### src/rtl/sdpc_pkg.sv
/*
  Shared definitions of the regulator-off and multipurpose pin configuration bank:
  register offsets, field positions, reset values, bus carriers and state types.
  Assumes a single 200 MHz APB clock domain and an active-low asynchronous reset.
*/
package sdpc_pkg;

  // ----------------------------------------------------------------
  // Bus geometry
  // ----------------------------------------------------------------
  localparam int unsigned SDPC_ADDR_W = 12;
  localparam int unsigned SDPC_DATA_W = 32;
  localparam int unsigned SDPC_PIN_N = 2;

  // ----------------------------------------------------------------
  // Register byte offsets
  // ----------------------------------------------------------------
  localparam logic [SDPC_ADDR_W-1:0] SDPC_OFF_SHUT = 12'h000;
  localparam logic [SDPC_ADDR_W-1:0] SDPC_OFF_PIN0 = 12'h004;
  localparam logic [SDPC_ADDR_W-1:0] SDPC_OFF_PIN1 = 12'h008;

  // ----------------------------------------------------------------
  // Field positions
  // ----------------------------------------------------------------
  localparam int unsigned SDPC_SHUT_LINEAR_POS = 2;
  localparam int unsigned SDPC_SHUT_SWITCH_POS = 0;
  localparam int unsigned SDPC_PIN_POL_POS = 5;
  localparam int unsigned SDPC_PIN_KIND_POS = 3;
  localparam int unsigned SDPC_PIN_ROLE_POS = 0;

  // ----------------------------------------------------------------
  // Field encodings
  // ----------------------------------------------------------------
  localparam logic [1:0] SDPC_KIND_HIGHZ = 2'h0;
  localparam logic [1:0] SDPC_KIND_OPEN_DRAIN = 2'h1;
  localparam logic [2:0] SDPC_ROLE_OFF = 3'h0;
  localparam logic [1:0] SDPC_SW_FORCED_PWM = 2'h0;
  localparam logic [1:0] SDPC_SW_PFM_PWM = 2'h1;
  localparam logic [1:0] SDPC_SW_RES_SLEW = 2'h2;
  localparam logic [1:0] SDPC_SW_RES_RC = 2'h3;

  // ----------------------------------------------------------------
  // Types
  // ----------------------------------------------------------------
  typedef struct packed {
    logic linear;
    logic [1:0] switching;
  } sdpc_shut_cfg_t;

  typedef struct packed {
    logic polarity;
    logic [1:0] driver_kind;
    logic [2:0] role;
  } sdpc_pin_cfg_t;

  typedef struct packed {
    logic psel;
    logic penable;
    logic pwrite;
    logic [SDPC_ADDR_W-1:0] paddr;
    logic [SDPC_DATA_W-1:0] pwdata;
    logic [3:0] pstrb;
  } sdpc_apb_req_t;

  typedef struct packed {
    logic pready;
    logic [SDPC_DATA_W-1:0] prdata;
    logic pslverr;
  } sdpc_apb_rsp_t;

  typedef enum logic [1:0] {
    SDPC_SEL_SHUT,
    SDPC_SEL_PIN0,
    SDPC_SEL_PIN1,
    SDPC_SEL_NONE
  } sdpc_sel_t;

  typedef struct packed {
    sdpc_shut_cfg_t shut;
    sdpc_pin_cfg_t [SDPC_PIN_N-1:0] pin;
    sdpc_apb_rsp_t rsp;
  } sdpc_top_state_t;

  typedef struct packed {
    logic pin_o;
    logic pin_oe;
    logic delays_used;
  } sdpc_pin_state_t;

  // ----------------------------------------------------------------
  // Reset values
  // ----------------------------------------------------------------
  localparam sdpc_shut_cfg_t SDPC_SHUT_RESET = 3'h2;
  localparam sdpc_pin_cfg_t SDPC_PIN_RESET = 6'h0d;
  localparam sdpc_apb_rsp_t SDPC_RSP_RESET = '{pready: 1'b0, prdata: 32'h0000_0000, pslverr: 1'b0};
  localparam sdpc_top_state_t SDPC_TOP_RESET = '{
    shut: SDPC_SHUT_RESET,
    pin: {SDPC_PIN_RESET, SDPC_PIN_RESET},
    rsp: SDPC_RSP_RESET
  };
  localparam sdpc_pin_state_t SDPC_PIN_STATE_RESET = 3'h0;

endpackage

### src/rtl/sdpc_pin.sv
/*
  Output stage of one multipurpose pin: applies polarity, driver kind and role
  to the sequencer's assert request and tells the sequencer whether to use delays.
  Assumes the request comes from logic on the same clock.
*/
module sdpc_pin (
  input wire logic pclk,
  input wire logic presetn,
  input wire sdpc_pkg::sdpc_pin_cfg_t cfg,
  input wire logic assert_req,
  output logic pin_o,
  output logic pin_oe,
  output logic delays_used
);
  import sdpc_pkg::*;

  sdpc_pin_state_t st_r;
  sdpc_pin_state_t st_nxt;
  logic enabled;
  logic level;

  // ----------------------------------------------------------------
  // Next state
  // ----------------------------------------------------------------
  always_comb begin
    st_nxt = st_r;
    enabled = (cfg.role != SDPC_ROLE_OFF);
    level = (enabled && assert_req) ? cfg.polarity : ~cfg.polarity;
    st_nxt.delays_used = enabled;
    case (cfg.driver_kind)
      SDPC_KIND_HIGHZ: begin
        st_nxt.pin_o = 1'b0;
        st_nxt.pin_oe = 1'b0;
      end
      SDPC_KIND_OPEN_DRAIN: begin
        st_nxt.pin_o = 1'b0;
        st_nxt.pin_oe = enabled && !level;
      end
      default: begin
        st_nxt.pin_o = level;
        st_nxt.pin_oe = enabled;
      end
    endcase
  end

  // ----------------------------------------------------------------
  // State register
  // ----------------------------------------------------------------
  always_ff @(posedge pclk or negedge presetn) begin
    if (!presetn) begin
      st_r <= SDPC_PIN_STATE_RESET;
    end else begin
      st_r <= st_nxt;
    end
  end

  assign pin_o = st_r.pin_o;
  assign pin_oe = st_r.pin_oe;
  assign delays_used = st_r.delays_used;

endmodule // sdpc_pin

### src/rtl/sdpc_top.sv
/*
  APB register bank for the regulator-off methods and two multipurpose pins,
  with the pin output stages and the decoded controls for the power sequencer.
  Assumes an APB master on pclk and a sequencer on the same clock.
*/
// The implementer's own choices: the register addresses and register access over APB.
//
// Behaviour
// - One bit picks resistor discharge at off slew rate or RC rate for linear regulators.
// - Two bits pick forced PWM, PFM/PWM, resistor slew or resistor RC for switchers.
// - Polarity bit clear makes the asserted pin level low, set makes it high.
// - Driver kind 01 drives open drain: pulls low only, never drives high.
// - Role 000 disables the pin and its on/off delays are ignored.
module sdpc_top (
  input wire logic pclk,
  input wire logic presetn,
  input wire sdpc_pkg::sdpc_apb_req_t apb_req,
  output sdpc_pkg::sdpc_apb_rsp_t apb_rsp,
  input wire logic [sdpc_pkg::SDPC_PIN_N-1:0] multipurpose_pin_n_assert,
  output logic [sdpc_pkg::SDPC_PIN_N-1:0] multipurpose_pin_n_o,
  output logic [sdpc_pkg::SDPC_PIN_N-1:0] multipurpose_pin_n_oe,
  output logic [sdpc_pkg::SDPC_PIN_N-1:0] multipurpose_pin_n_delays_used,
  output logic linear_reg_off_method,
  output logic [1:0] switch_reg_off_method,
  output logic [2:0] pin_zero_role,
  output logic [2:0] pin_one_role
);
  import sdpc_pkg::*;

  sdpc_top_state_t st_r;
  sdpc_top_state_t st_nxt;
  sdpc_sel_t sel;
  logic access;
  logic done;

  // ----------------------------------------------------------------
  // Helpers
  // ----------------------------------------------------------------
  function automatic sdpc_sel_t sdpc_decode(input logic [SDPC_ADDR_W-1:0] addr);
    sdpc_sel_t s;
    case (addr)
      SDPC_OFF_SHUT: s = SDPC_SEL_SHUT;
      SDPC_OFF_PIN0: s = SDPC_SEL_PIN0;
      SDPC_OFF_PIN1: s = SDPC_SEL_PIN1;
      default: s = SDPC_SEL_NONE;
    endcase
    return s;
  endfunction

  function automatic logic [SDPC_DATA_W-1:0] sdpc_read(input sdpc_sel_t s, input sdpc_top_state_t st);
    logic [SDPC_DATA_W-1:0] d;
    case (s)
      SDPC_SEL_SHUT: d = {29'h0000_0000, st.shut};
      SDPC_SEL_PIN0: d = {26'h000_0000, st.pin[0]};
      SDPC_SEL_PIN1: d = {26'h000_0000, st.pin[1]};
      default: d = 32'h0000_0000;
    endcase
    return d;
  endfunction

  function automatic sdpc_pin_cfg_t sdpc_pin_wr(input logic [SDPC_DATA_W-1:0] d);
    sdpc_pin_cfg_t c;
    c.polarity = d[SDPC_PIN_POL_POS];
    c.driver_kind = d[SDPC_PIN_KIND_POS +: 2];
    c.role = d[SDPC_PIN_ROLE_POS +: 3];
    return c;
  endfunction

  // ----------------------------------------------------------------
  // Bus slave and registers
  // ----------------------------------------------------------------
  always_comb begin
    st_nxt = st_r;
    sel = sdpc_decode(apb_req.paddr);
    access = apb_req.psel && apb_req.penable;
    done = access && st_r.rsp.pready;
    // One wait state: pready rises in the second access cycle
    st_nxt.rsp.pready = access && !st_r.rsp.pready;
    st_nxt.rsp.pslverr = 1'b0;
    st_nxt.rsp.prdata = 32'h0000_0000;
    if (access && !st_r.rsp.pready) begin
      st_nxt.rsp.pslverr = (sel == SDPC_SEL_NONE);
      if (!apb_req.pwrite) begin
        st_nxt.rsp.prdata = sdpc_read(sel, st_r);
      end
    end
    if (done && apb_req.pwrite && apb_req.pstrb[0]) begin
      case (sel)
        SDPC_SEL_SHUT: begin
          st_nxt.shut.linear = apb_req.pwdata[SDPC_SHUT_LINEAR_POS];
          st_nxt.shut.switching = apb_req.pwdata[SDPC_SHUT_SWITCH_POS +: 2];
        end
        SDPC_SEL_PIN0: begin
          st_nxt.pin[0] = sdpc_pin_wr(apb_req.pwdata);
        end
        SDPC_SEL_PIN1: begin
          st_nxt.pin[1] = sdpc_pin_wr(apb_req.pwdata);
        end
        default: begin
          st_nxt.shut = st_r.shut;
        end
      endcase
    end
  end

  always_ff @(posedge pclk or negedge presetn) begin
    if (!presetn) begin
      st_r <= SDPC_TOP_RESET;
    end else begin
      st_r <= st_nxt;
    end
  end

  // ----------------------------------------------------------------
  // Outputs
  // ----------------------------------------------------------------
  assign apb_rsp = st_r.rsp;
  assign linear_reg_off_method = st_r.shut.linear;
  assign switch_reg_off_method = st_r.shut.switching;
  assign pin_zero_role = st_r.pin[0].role;
  assign pin_one_role = st_r.pin[1].role;

  // ----------------------------------------------------------------
  // Pin output stages
  // ----------------------------------------------------------------
  for (genvar i = 0; i < SDPC_PIN_N; i++) begin : g_pin
    sdpc_pin u_pin (
      .pclk(pclk),
      .presetn(presetn),
      .cfg(st_r.pin[i]),
      .assert_req(multipurpose_pin_n_assert[i]),
      .pin_o(multipurpose_pin_n_o[i]),
      .pin_oe(multipurpose_pin_n_oe[i]),
      .delays_used(multipurpose_pin_n_delays_used[i])
    );
  end

endmodule // sdpc_top

### config.mk
export PLATFORM = sky130hd
export DESIGN_NAME = sdpc_top
export DESIGN_NICKNAME = d
export VERILOG_FILES = /design/src/rtl/sdpc_pkg.sv /design/src/rtl/sdpc_pin.sv /design/src/rtl/sdpc_top.sv
export SDC_FILE = /design/constraint.sdc
export NUM_CORES = 1
export LEC_CHECK = 0
export BUFFER_PORTS_ARGS = -buffer_cell sky130_fd_sc_hd__buf_2
export CAP_MARGIN = 5
export CORE_MARGIN = 5
export CORE_UTILIZATION = 42
export DETAILED_ROUTE_END_ITERATION = 16
export MAX_ROUTING_LAYER = met4
export PLACE_DENSITY = 0.81
export SLEW_MARGIN = 20
export SYNTH_ARGS = -nofsm -noshare
export SYNTH_HDL_FRONTEND = slang
export SYNTH_SLANG_ARGS = --single-unit
### constraint.sdc
create_clock -name pclk -period 1.8 [get_ports pclk]
set_input_delay 0.45 -clock pclk [delete_from_list [all_inputs] [get_ports pclk]]
set_output_delay 0.45 -clock pclk [all_outputs]
set_load 0.01 [all_outputs]
==> Word level (Yosys, flattened, before mapping) <==
Cells that the tools add are included.
{ "totals": {"reg_bits": 55, "in_bits": 55, "out_inout_bits": 49, "word_cells": 55} }
{ "classes": {"n_eq_ne": 7, "mux": 8, "n_bitwise": 2, "reduce_logical": 21} }
{ "op_table": {"columns": ["op", "count"], "rows": [
  ["$pmux W6 S3", 1],
  ["$eq A12 B3 Y1 const B", 1],
  ["$eq A12 B4 Y1 const B", 1],
  ["$logic_not A12 Y1", 1],
  ["$logic_and A1 B1 Y1", 9],
  ["$pmux W2 S2", 2],
  ["$mux W7", 1],
  ["$eq A2 B1 Y1 const B", 3],
  ["$logic_not A2 Y1", 3],
  ["$mux W6", 1],
  ["$pmux W2 S3", 1],
  ["$reduce_and A2 Y1", 3],
  ["$reduce_bool A3 Y1", 2],
  ["$eq A2 B2 Y1 const B", 2],
  ["$logic_not A1 Y1", 3],
  ["$mux W1", 2],
  ["$not A1 Y1", 2]
]} }

==> Longest topological paths before layout <==
Gate-level depths: netlist of run 1.
{ "depth": {"ltp_word": 6, "depth_mapped": 6, "mapped_depth_nobuf": 4} }

==> By module <==
From an unflattened synthesis of run 1, not the netlist that was laid out.
{ "unflattened": {"cells_unflattened": 140, "hier_area_um2": 1629.1} }
{ "modules_own_cells": {"columns": ["module", "n_inst", "cells_each", "area_each_um2", "seq_area_each_um2"], "rows": [
  ["sdpc_top", 1, 118, 1368.8, 584.3],
  ["sdpc_pin", 2, 11, 130.1, 75.1]
]} }

==> Worst setup path before layout of run 1 <==
No wires, ideal clock.
{ "synth_path": {"kind": "input-to-reg", "from": "in apb_req[41] (netlist bit)", "to": "reg st_r (netlist bit pin_zero_role[1])", "setup_ps": 125, "arrival_ps": 1710, "required_time_ps": 1675, "path_slack_ps": -35, "path_stages": 4, "n_path_buf": 0, "cell_sequence": "nor4_2 -> nand4_2 -> nor3b_4 -> mux2_2"} }
{ "synth_between": {"elab_chain_len": 4, "word_cells_on_any_way": 6, "classes_between": "eq/ne (3); mux (1); reduce/logical (2)"} }
{ "synth_lines": {"columns": ["item", "line_no", "source"], "rows": [
  ["start: declaration", "sdpc_top.sv:17", "input wire sdpc_pkg::sdpc_apb_req_t apb_req,"],
  ["$eq A12 B4 Y1, or another cell as far along", "sdpc_top.sv:41", "case (addr)"],
  ["$pmux W2 S3 *", "sdpc_top.sv:41", null],
  ["$eq A2 B1 Y1 *", "sdpc_top.sv:88", "case (sel)"],
  ["$reduce_and A2 Y1 (no line) *", null, null],
  ["end signal: assignment", "sdpc_top.sv:110", "st_r <= st_nxt;"],
  ["end: declaration", "sdpc_top.sv:30", "sdpc_top_state_t st_r;"]
]} }
Mark *: on every way between the ends. The rest lies on a longest branch, timed or not.
A chain may end at the register's enable or synchronous reset.

==> Final worst setup path of run 1 <==
{ "layout_path": {"from": "in apb_req[41] (netlist bit)", "to": "reg st_r (netlist bit pin_one_role[1])"} }
{ "layout_between": {"elab_chain_len": 4, "word_cells_on_any_way": 6, "classes_between": "eq/ne (3); mux (1); reduce/logical (2)"} }
{ "layout_lines": {"columns": ["item", "line_no"], "rows": [
  ["$eq A12 B4 Y1, or another cell as far along", "sdpc_top.sv:41"],
  ["$pmux W2 S3 *", "sdpc_top.sv:41"],
  ["$eq A2 B2 Y1 *", "sdpc_top.sv:88"],
  ["$reduce_and A2 Y1 (no line) *", null]
]} }
Marked as above.

==> results of run 1 <==
## sequential cells by signal, summed over array words and instances (netlist names)
| register | count |
|---|---|
| g_pin.u_pin.delays_used | 2 |
| switch_reg_off_method | 2 |
| g_pin.u_pin.pin_o | 2 |
| linear_reg_off_method | 1 |
| apb_rsp | 8 |
| pin_one_role | 3 |
| pin_zero_role | 3 |
| st_r | 6 |
| g_pin.u_pin.pin_oe | 2 |
## metrics by stage
| step | hold WS, ns | util, % | area (um2) | total power [mW] | TNS [ns] |
|---|---|---|---|---|---|
| 6_report | 0.173 | 51.1 | 1860 | 1.55 | 0 |
| 5_1_grt | 0.221 | 51.1 | 1860 | 1.62 | 0 |
| 4_1_cts | 0.191 | 50.9 | 1850 | 1.57 | 0 |
| 3_5_place_dp | 0.489 | 47.2 | 1720 | 0.773 | -2.09 |
| 3_3_place_gp | 0.462 | 47.2 | 1720 | 0.770 | -2.11 |
| 2_1_floorplan | 0.154 | - | 1670 | 0.758 | 0 |
## worst max-delay path: stages
cell and delay, ns:
buf_2 0.12, nor4_4 0.33, nand4_2 0.22, nor3b_4 0.26, buf_4 0.16, mux2_2 0.32
## cell usage after synthesis, types with 2 or more instances
library cell,n
a21oi_1,7
a22oi_1,3
and3_1,3
buf_4,38
clkbuf_1,3
dfrtp_1,22
dfstp_2,7
inv_1,2
mux2_2,14
mux2i_1,3
nand2_1,2
nand3_1,2
nor2_1,13
nor2b_1,2
nor3_1,2
nor3b_4,2
o21a_1,2
xor2_1,2
## worst paths after layout
| path | startpoint | end | slack (ns) | cells after the start |
|---|---|---|---|---|
| max | apb_req[41] | pin_one_role[1] | 0.11 | 6 |
| min | presetn | g_pin[1].u_pin.delays_used | 0.17 | 1 |
| max reg2reg | apb_rsp[33] | linear_reg_off_method | 0.14 | 4 |
| min reg2reg | apb_rsp[33] | apb_rsp[33] | 0.49 | 1 |
| max in group asynchronous | presetn | apb_rsp[1] | 1.22 | 1 |
| min in group pclk | apb_req[7] | st_r[37] | 0.42 | 2 |
## final cells by class
| type | count | area [um2] |
|---|---|---|
| Fill cell | 349 | 1780 |
| Sequential cell | 29 | 734 |
| Multi-Input combinational cell | 92 | 634 |
| Timing Repair Buffer | 54 | 285 |
| Clock buffer | 5 | 68.8 |
| Clock inverter | 3 | 65.1 |
| Tap cell | 48 | 60.1 |
| Inverter | 2 | 7.51 |
## cells by family after synthesis
| kind of cell | count (synthesis) | synth area share (%) |
|---|---|---|
| AOI/OAI and AO/OA | 12 | 4.64 |
| xor gates and xnor gates | 2 | 1.12 |
| and+or+nand+nor | 34 | 14.9 |
| muxes | 18 | 12.7 |
| other | 1 | 0.240 |
| buffers and inverters | 43 | 19.4 |
| DFF | 29 | 47.0 |
## metal layers
layer,track usage (%),vias up
met3,3.69,7
met5,-,-
li1,-,493
met4,7.52,0
met2,19.8,42
met1,14.1,497
## cell usage in the layout, fill, tap and decap left out
cell       count
buf_2         48
conb_1        26
dfrtp_1       22
mux2_2        14
nor2_1        13
a21oi_1        7
dfstp_2        7
buf_4          6
clkbuf_8       5
a22oi_1        3
mux2i_1        3
and3_1         3
nand2_1        2
nor4_4         2
nor2b_1        2
nor3_1         2
inv_1          2
o21a_1         2
xor2_1         2
nor3b_4        2
nand3_1        2
bufinv_16      2
nand4_1        1
or4_1          1
and2_1         1
nor4bb_2       1
nand4_2        1
or4_4          1
mux2_1         1
clkinv_2       1
## report_power, final
| group | internal [mW] | total, mW | switching, mW |
|---|---|---|---|
| clock | 0.549 | 0.784 | 0.235 |
| combinational | 0.0348 | 0.106 | 0.0716 |
| sequential | 0.655 | 0.657 | 0.00146 |
==> flow_metrics.tcl, run 1 <==
set metrics [dict create \
    nets 239 \
    grt_pass1_wl_mm 4.69 \
    period_needed_ns 1.69 \
    avgSynthCellArea_um2 11.3 \
    path_class "input pin to flip-flop" \
    synth_ff_type "dfrtp_1" \
    yosysTopAreaCell "dfrtp_1" \
    grt_max_degree 30 \
    cts_tree "done" \
    place_ws_ns -0.189 \
    top_layer_used "met4" \
    yosysWarnings 0 \
    arrival_ns 1.86 \
    hold_viol_final 0 \
    syn_to_final_growth_pct 18.6 \
    cts_setup_buffers 0 \
    grt_overflow 0 \
    status "finished clean" \
    synth_top_area_share_pct 35.2 \
    route.met2.wl_mm 1.50 \
    skew_ns 0.00646 \
    dp.cells 225 \
    cp_max_fo 3 \
    dieWidth_um 71.0 \
    wl_met3_um 277 \
    postCtsHoldBufs 0 \
    ir_drop_mv 0.378 \
    syn-instance-count 139 \
    clkLatencyLatePin_ns 0.28 \
    layout_setup_ws_ns 0.108 \
    synth_edf_count 0 \
    hpwl_mm 2.46 \
    antenna_left 0 \
    rows 22 \
    diodes 0 \
    synthTopCellsByArea "dfrtp_1 (35%), buf_4 (18%), dfstp_2 (12%), mux2_2 (10%), nor2_1 (3.1%)" \
    p_per_area_nw_per_um2 834 \
    relSlewSlack_pct 59.7 \
    wl_per_cell_um 12.6 \
    cts_sinks 29 \
    vias_per_cell 4.46 \
    tightest_slew_ns 0.604 \
    io_pins 104 \
    drive_above_1_share_pct 48.6 \
    grt_pass1_vias 1010 \
    drtPass1Iterations 4 \
    post_cts_resized 0 \
    critPathRequiredTime_ns 1.97 \
    critPathLaunchType "input pin" \
    synthArstFlopShare_pct 100 \
    via_count 1039 \
    routabilityCongestion 0.780 \
    cap_violations 0 \
    ys_seq_area_share_pct 47.0 \
    initial_core_util_pct 43.0 \
    fin_crit_sh_pct 94.0 \
    yosys.cell_types.count 28 \
    coreArea_um2 3630 \
    final_cells 233 \
    dieArea_um2 5040 \
    clock_path_buffers 2 \
    root_buffer "clkbuf_8" \
    drt-met1-wl_mm 1.11 \
    end_kind "flip-flop" \
    die_y_um 71.0 \
    leakage_nw 1.01 \
    track_usage_pct 12.6 \
    timing.fmax_mhz 591 \
    cts.clk_slew.worst_paths_ns 0.06 \
    setup_viol 0 \
    drc 0 \
    rsz0062_at_grt "false" \
    drt_iter0_drc 19 \
    ys_ff_latch 29 \
    netlist_area_um2 1560 \
    antenna_found_initial 0 \
    wirelength_mm 2.94 \
    port_buffers 48 \
    h-tree-depth 2 \
    hp-class "input pin to async pin" \
    cts_buffers 5 \
    final_max_slew_viol_count 0 \
]
(Power assumes the default switching activity.)
==> inputs of run 2 (changes only) <==
--- a/config.mk
+++ b/config.mk
@@ -12,6 +12,7 @@
 export DETAILED_ROUTE_END_ITERATION = 16
 export MAX_ROUTING_LAYER = met4
 export PLACE_DENSITY = 0.81
+export SETUP_SLACK_MARGIN = 0.4
 export SLEW_MARGIN = 20
 export SYNTH_ARGS = -nofsm -noshare
 export SYNTH_HDL_FRONTEND = slang
==> run 2 against run 1 <==
Power is 6.0% lower. Wire length rose by 12%. Maximum frequency fell by 0.89%. Cell area up 9.5%. Combinational power is 11% higher. Utilization increased by 4.9 points. Clock power down 13%. Critical endpoint is now linear_reg_off_method.
==> flow_metrics.tcl, run 2 (synthesized netlist as in run 1, its figures left out) <==
set metrics [dict create \
    power.total_mw 1.45 \
    die_y_um 71.0 \
    ir_drop_mv 0.527 \
    postCtsHoldBufs 0 \
    crit_slowest_cell "or4_4" \
    route.met2.wl_mm 1.76 \
    skew_ns 0.00497 \
    stdcell_area_um2 2030 \
    grt_pass1_wl_mm 5.10 \
    coreArea_um2 3630 \
    cts.clk_slew.worst_paths_ns 0.06 \
    critPathRequiredTime_ns 1.96 \
    clock_path_buffers 2 \
    timing.fmax_mhz 586 \
    dieArea_um2 5040 \
    multi_input_area_um2 719 \
    utilization_pct 55.9 \
    drive_above_1_share_pct 52.6 \
    nets 244 \
    wl_per_cell_um 13.8 \
    cp_max_fo 3 \
    period_needed_ns 1.71 \
    drtPass1Iterations 4 \
    hp-class "input pin to async pin" \
    largest_reg_flops 8 \
    grt_max_degree 30 \
    final_common_cell "buf_2" \
    vias_per_cell 4.56 \
    cts_buffers 5 \
    hpwl_mm 2.34 \
    syn_to_final_growth_pct 29.9 \
    h-tree-depth 2 \
    worst_path_largest_cell_delay_ns 0.48 \
    cap_violations 0 \
    drc 0 \
    place_area_um2 1720 \
    tns_ns 0 \
    grt_overflow 0 \
    top_layer_used "met4" \
    worstPathCellList "buf_6 -> nor4_4 -> nand3_1 -> or4_4 -> mux2_4" \
    antenna_found_initial 0 \
    root_buffer "clkbuf_8" \
    antenna_left 0 \
    fin_crit_sh_pct 94.8 \
    final_max_slew_viol_count 0 \
    setup_viol 0 \
    p_per_area_nw_per_um2 716 \
    routabilityCongestion 0.821 \
    diodes 0 \
    leakage_nw 1.07 \
    status "finished clean" \
    path_class "input pin to flip-flop" \
    drt-met1-wl_mm 1.14 \
    track_usage_pct 13.5 \
    clkLatencyLatePin_ns 0.28 \
    rows 22 \
    dp.cells 225 \
    initial_core_util_pct 43.0 \
    hold_viol_final 0 \
    grt_pass1_vias 1112 \
    arrival_ns 1.87 \
    via_count 1085 \
    cts_tree "done" \
    cts_sinks 29 \
    port_buffers 48 \
    critPathTopFamily "simple AND/OR/NAND/NOR gates" \
    dieWidth_um 71.0 \
    regArea_um2 734 \
    reg2reg_slack_ns 0.16 \
    layout_common_cells "buf_2 (39), conb_1 (26), dfrtp_1 (22)" \
    relSlewSlack_pct 58.9 \
    rsz0062_at_grt "true" \
    final_cells 238 \
    wl_met3_um 333 \
    end_kind "flip-flop" \
    fillers 314 \
    critPathLaunchType "input pin" \
    tightest_slew_ns 0.616 \
    wirelength_mm 3.30 \
    io_pins 104 \
    crit_buf_inv 1 \
    drt_iter0_drc 22 \
]
-- run 2: cell types whose count changed in the layout (fill, tap and decap cells not counted), sizes merged --
cell	delta
buf	+5
bufinv	-1
clkbuf	+2
clkinv	-1
-- run 2: worst paths after layout --
kind	cells after the start	endpoint	from
min	1	g_pin[1].u_pin.pin_o	presetn
max in group asynchronous	1	linear_reg_off_method	presetn
max reg2reg	4	linear_reg_off_method	apb_rsp[33]
min reg2reg	1	apb_rsp[33]	apb_rsp[33]
max	5	linear_reg_off_method	apb_req[40]
min in group pclk	2	st_r[44]	apb_req[8]
-- run 2: power breakdown --
part | internal, mW | total [mW] | switching [mW]
Clock | 0.450 | 0.680 | 0.230
Combinational | 0.0427 | 0.118 | 0.0750
Sequential | 0.656 | 0.657 | 0.00155
-- run 2: stage by stage --
step / setup slack [ns] / hold slack, ns
global placement: -0.148 / 0.459
detailed placement: -0.190 / 0.469
CTS: 0.147 / 0.199
global route: 0.101 / 0.225
finish: 0.0932 / 0.182
floorplan: 0.0337 / 0.154
-- run 2: timing repair --
action / in CTS / in global routing
pin swaps: 3 / 6
resized for setup: 27 / 6
endpoints found under the setup margin: 26 / 27
buffers inserted: 4 / 1
-- run 2: area by class of cell --
| cell class | count | area share (%) |
|---|---|---|
| Inverter | 2 | 0.369 |
| Timing Repair Buffer | 59 | 19.4 |
| Clock inverter | 1 | 1.48 |
| Tap cell | 48 | 2.96 |
| Multi-Input combinational cell | 92 | 35.4 |
| Clock buffer | 7 | 4.25 |
| Sequential cell | 29 | 36.1 |
-- run 2: routing by layer --
layer | global-route usage [%] | up-vias
met4 | 6.68 | 0
met3 | 5.40 | 6
met2 | 22.8 | 45
met1 | 13.5 | 527
li1 | - | 507
met5 | - | -
-- run 2: worst reg2reg max path, stage by stage (launching register included) --
cell and delay [ns]:
dfrtp_1 0.38, and3_4 0.22, nand3_1 0.08, or4_4 0.52, mux2_4 0.32
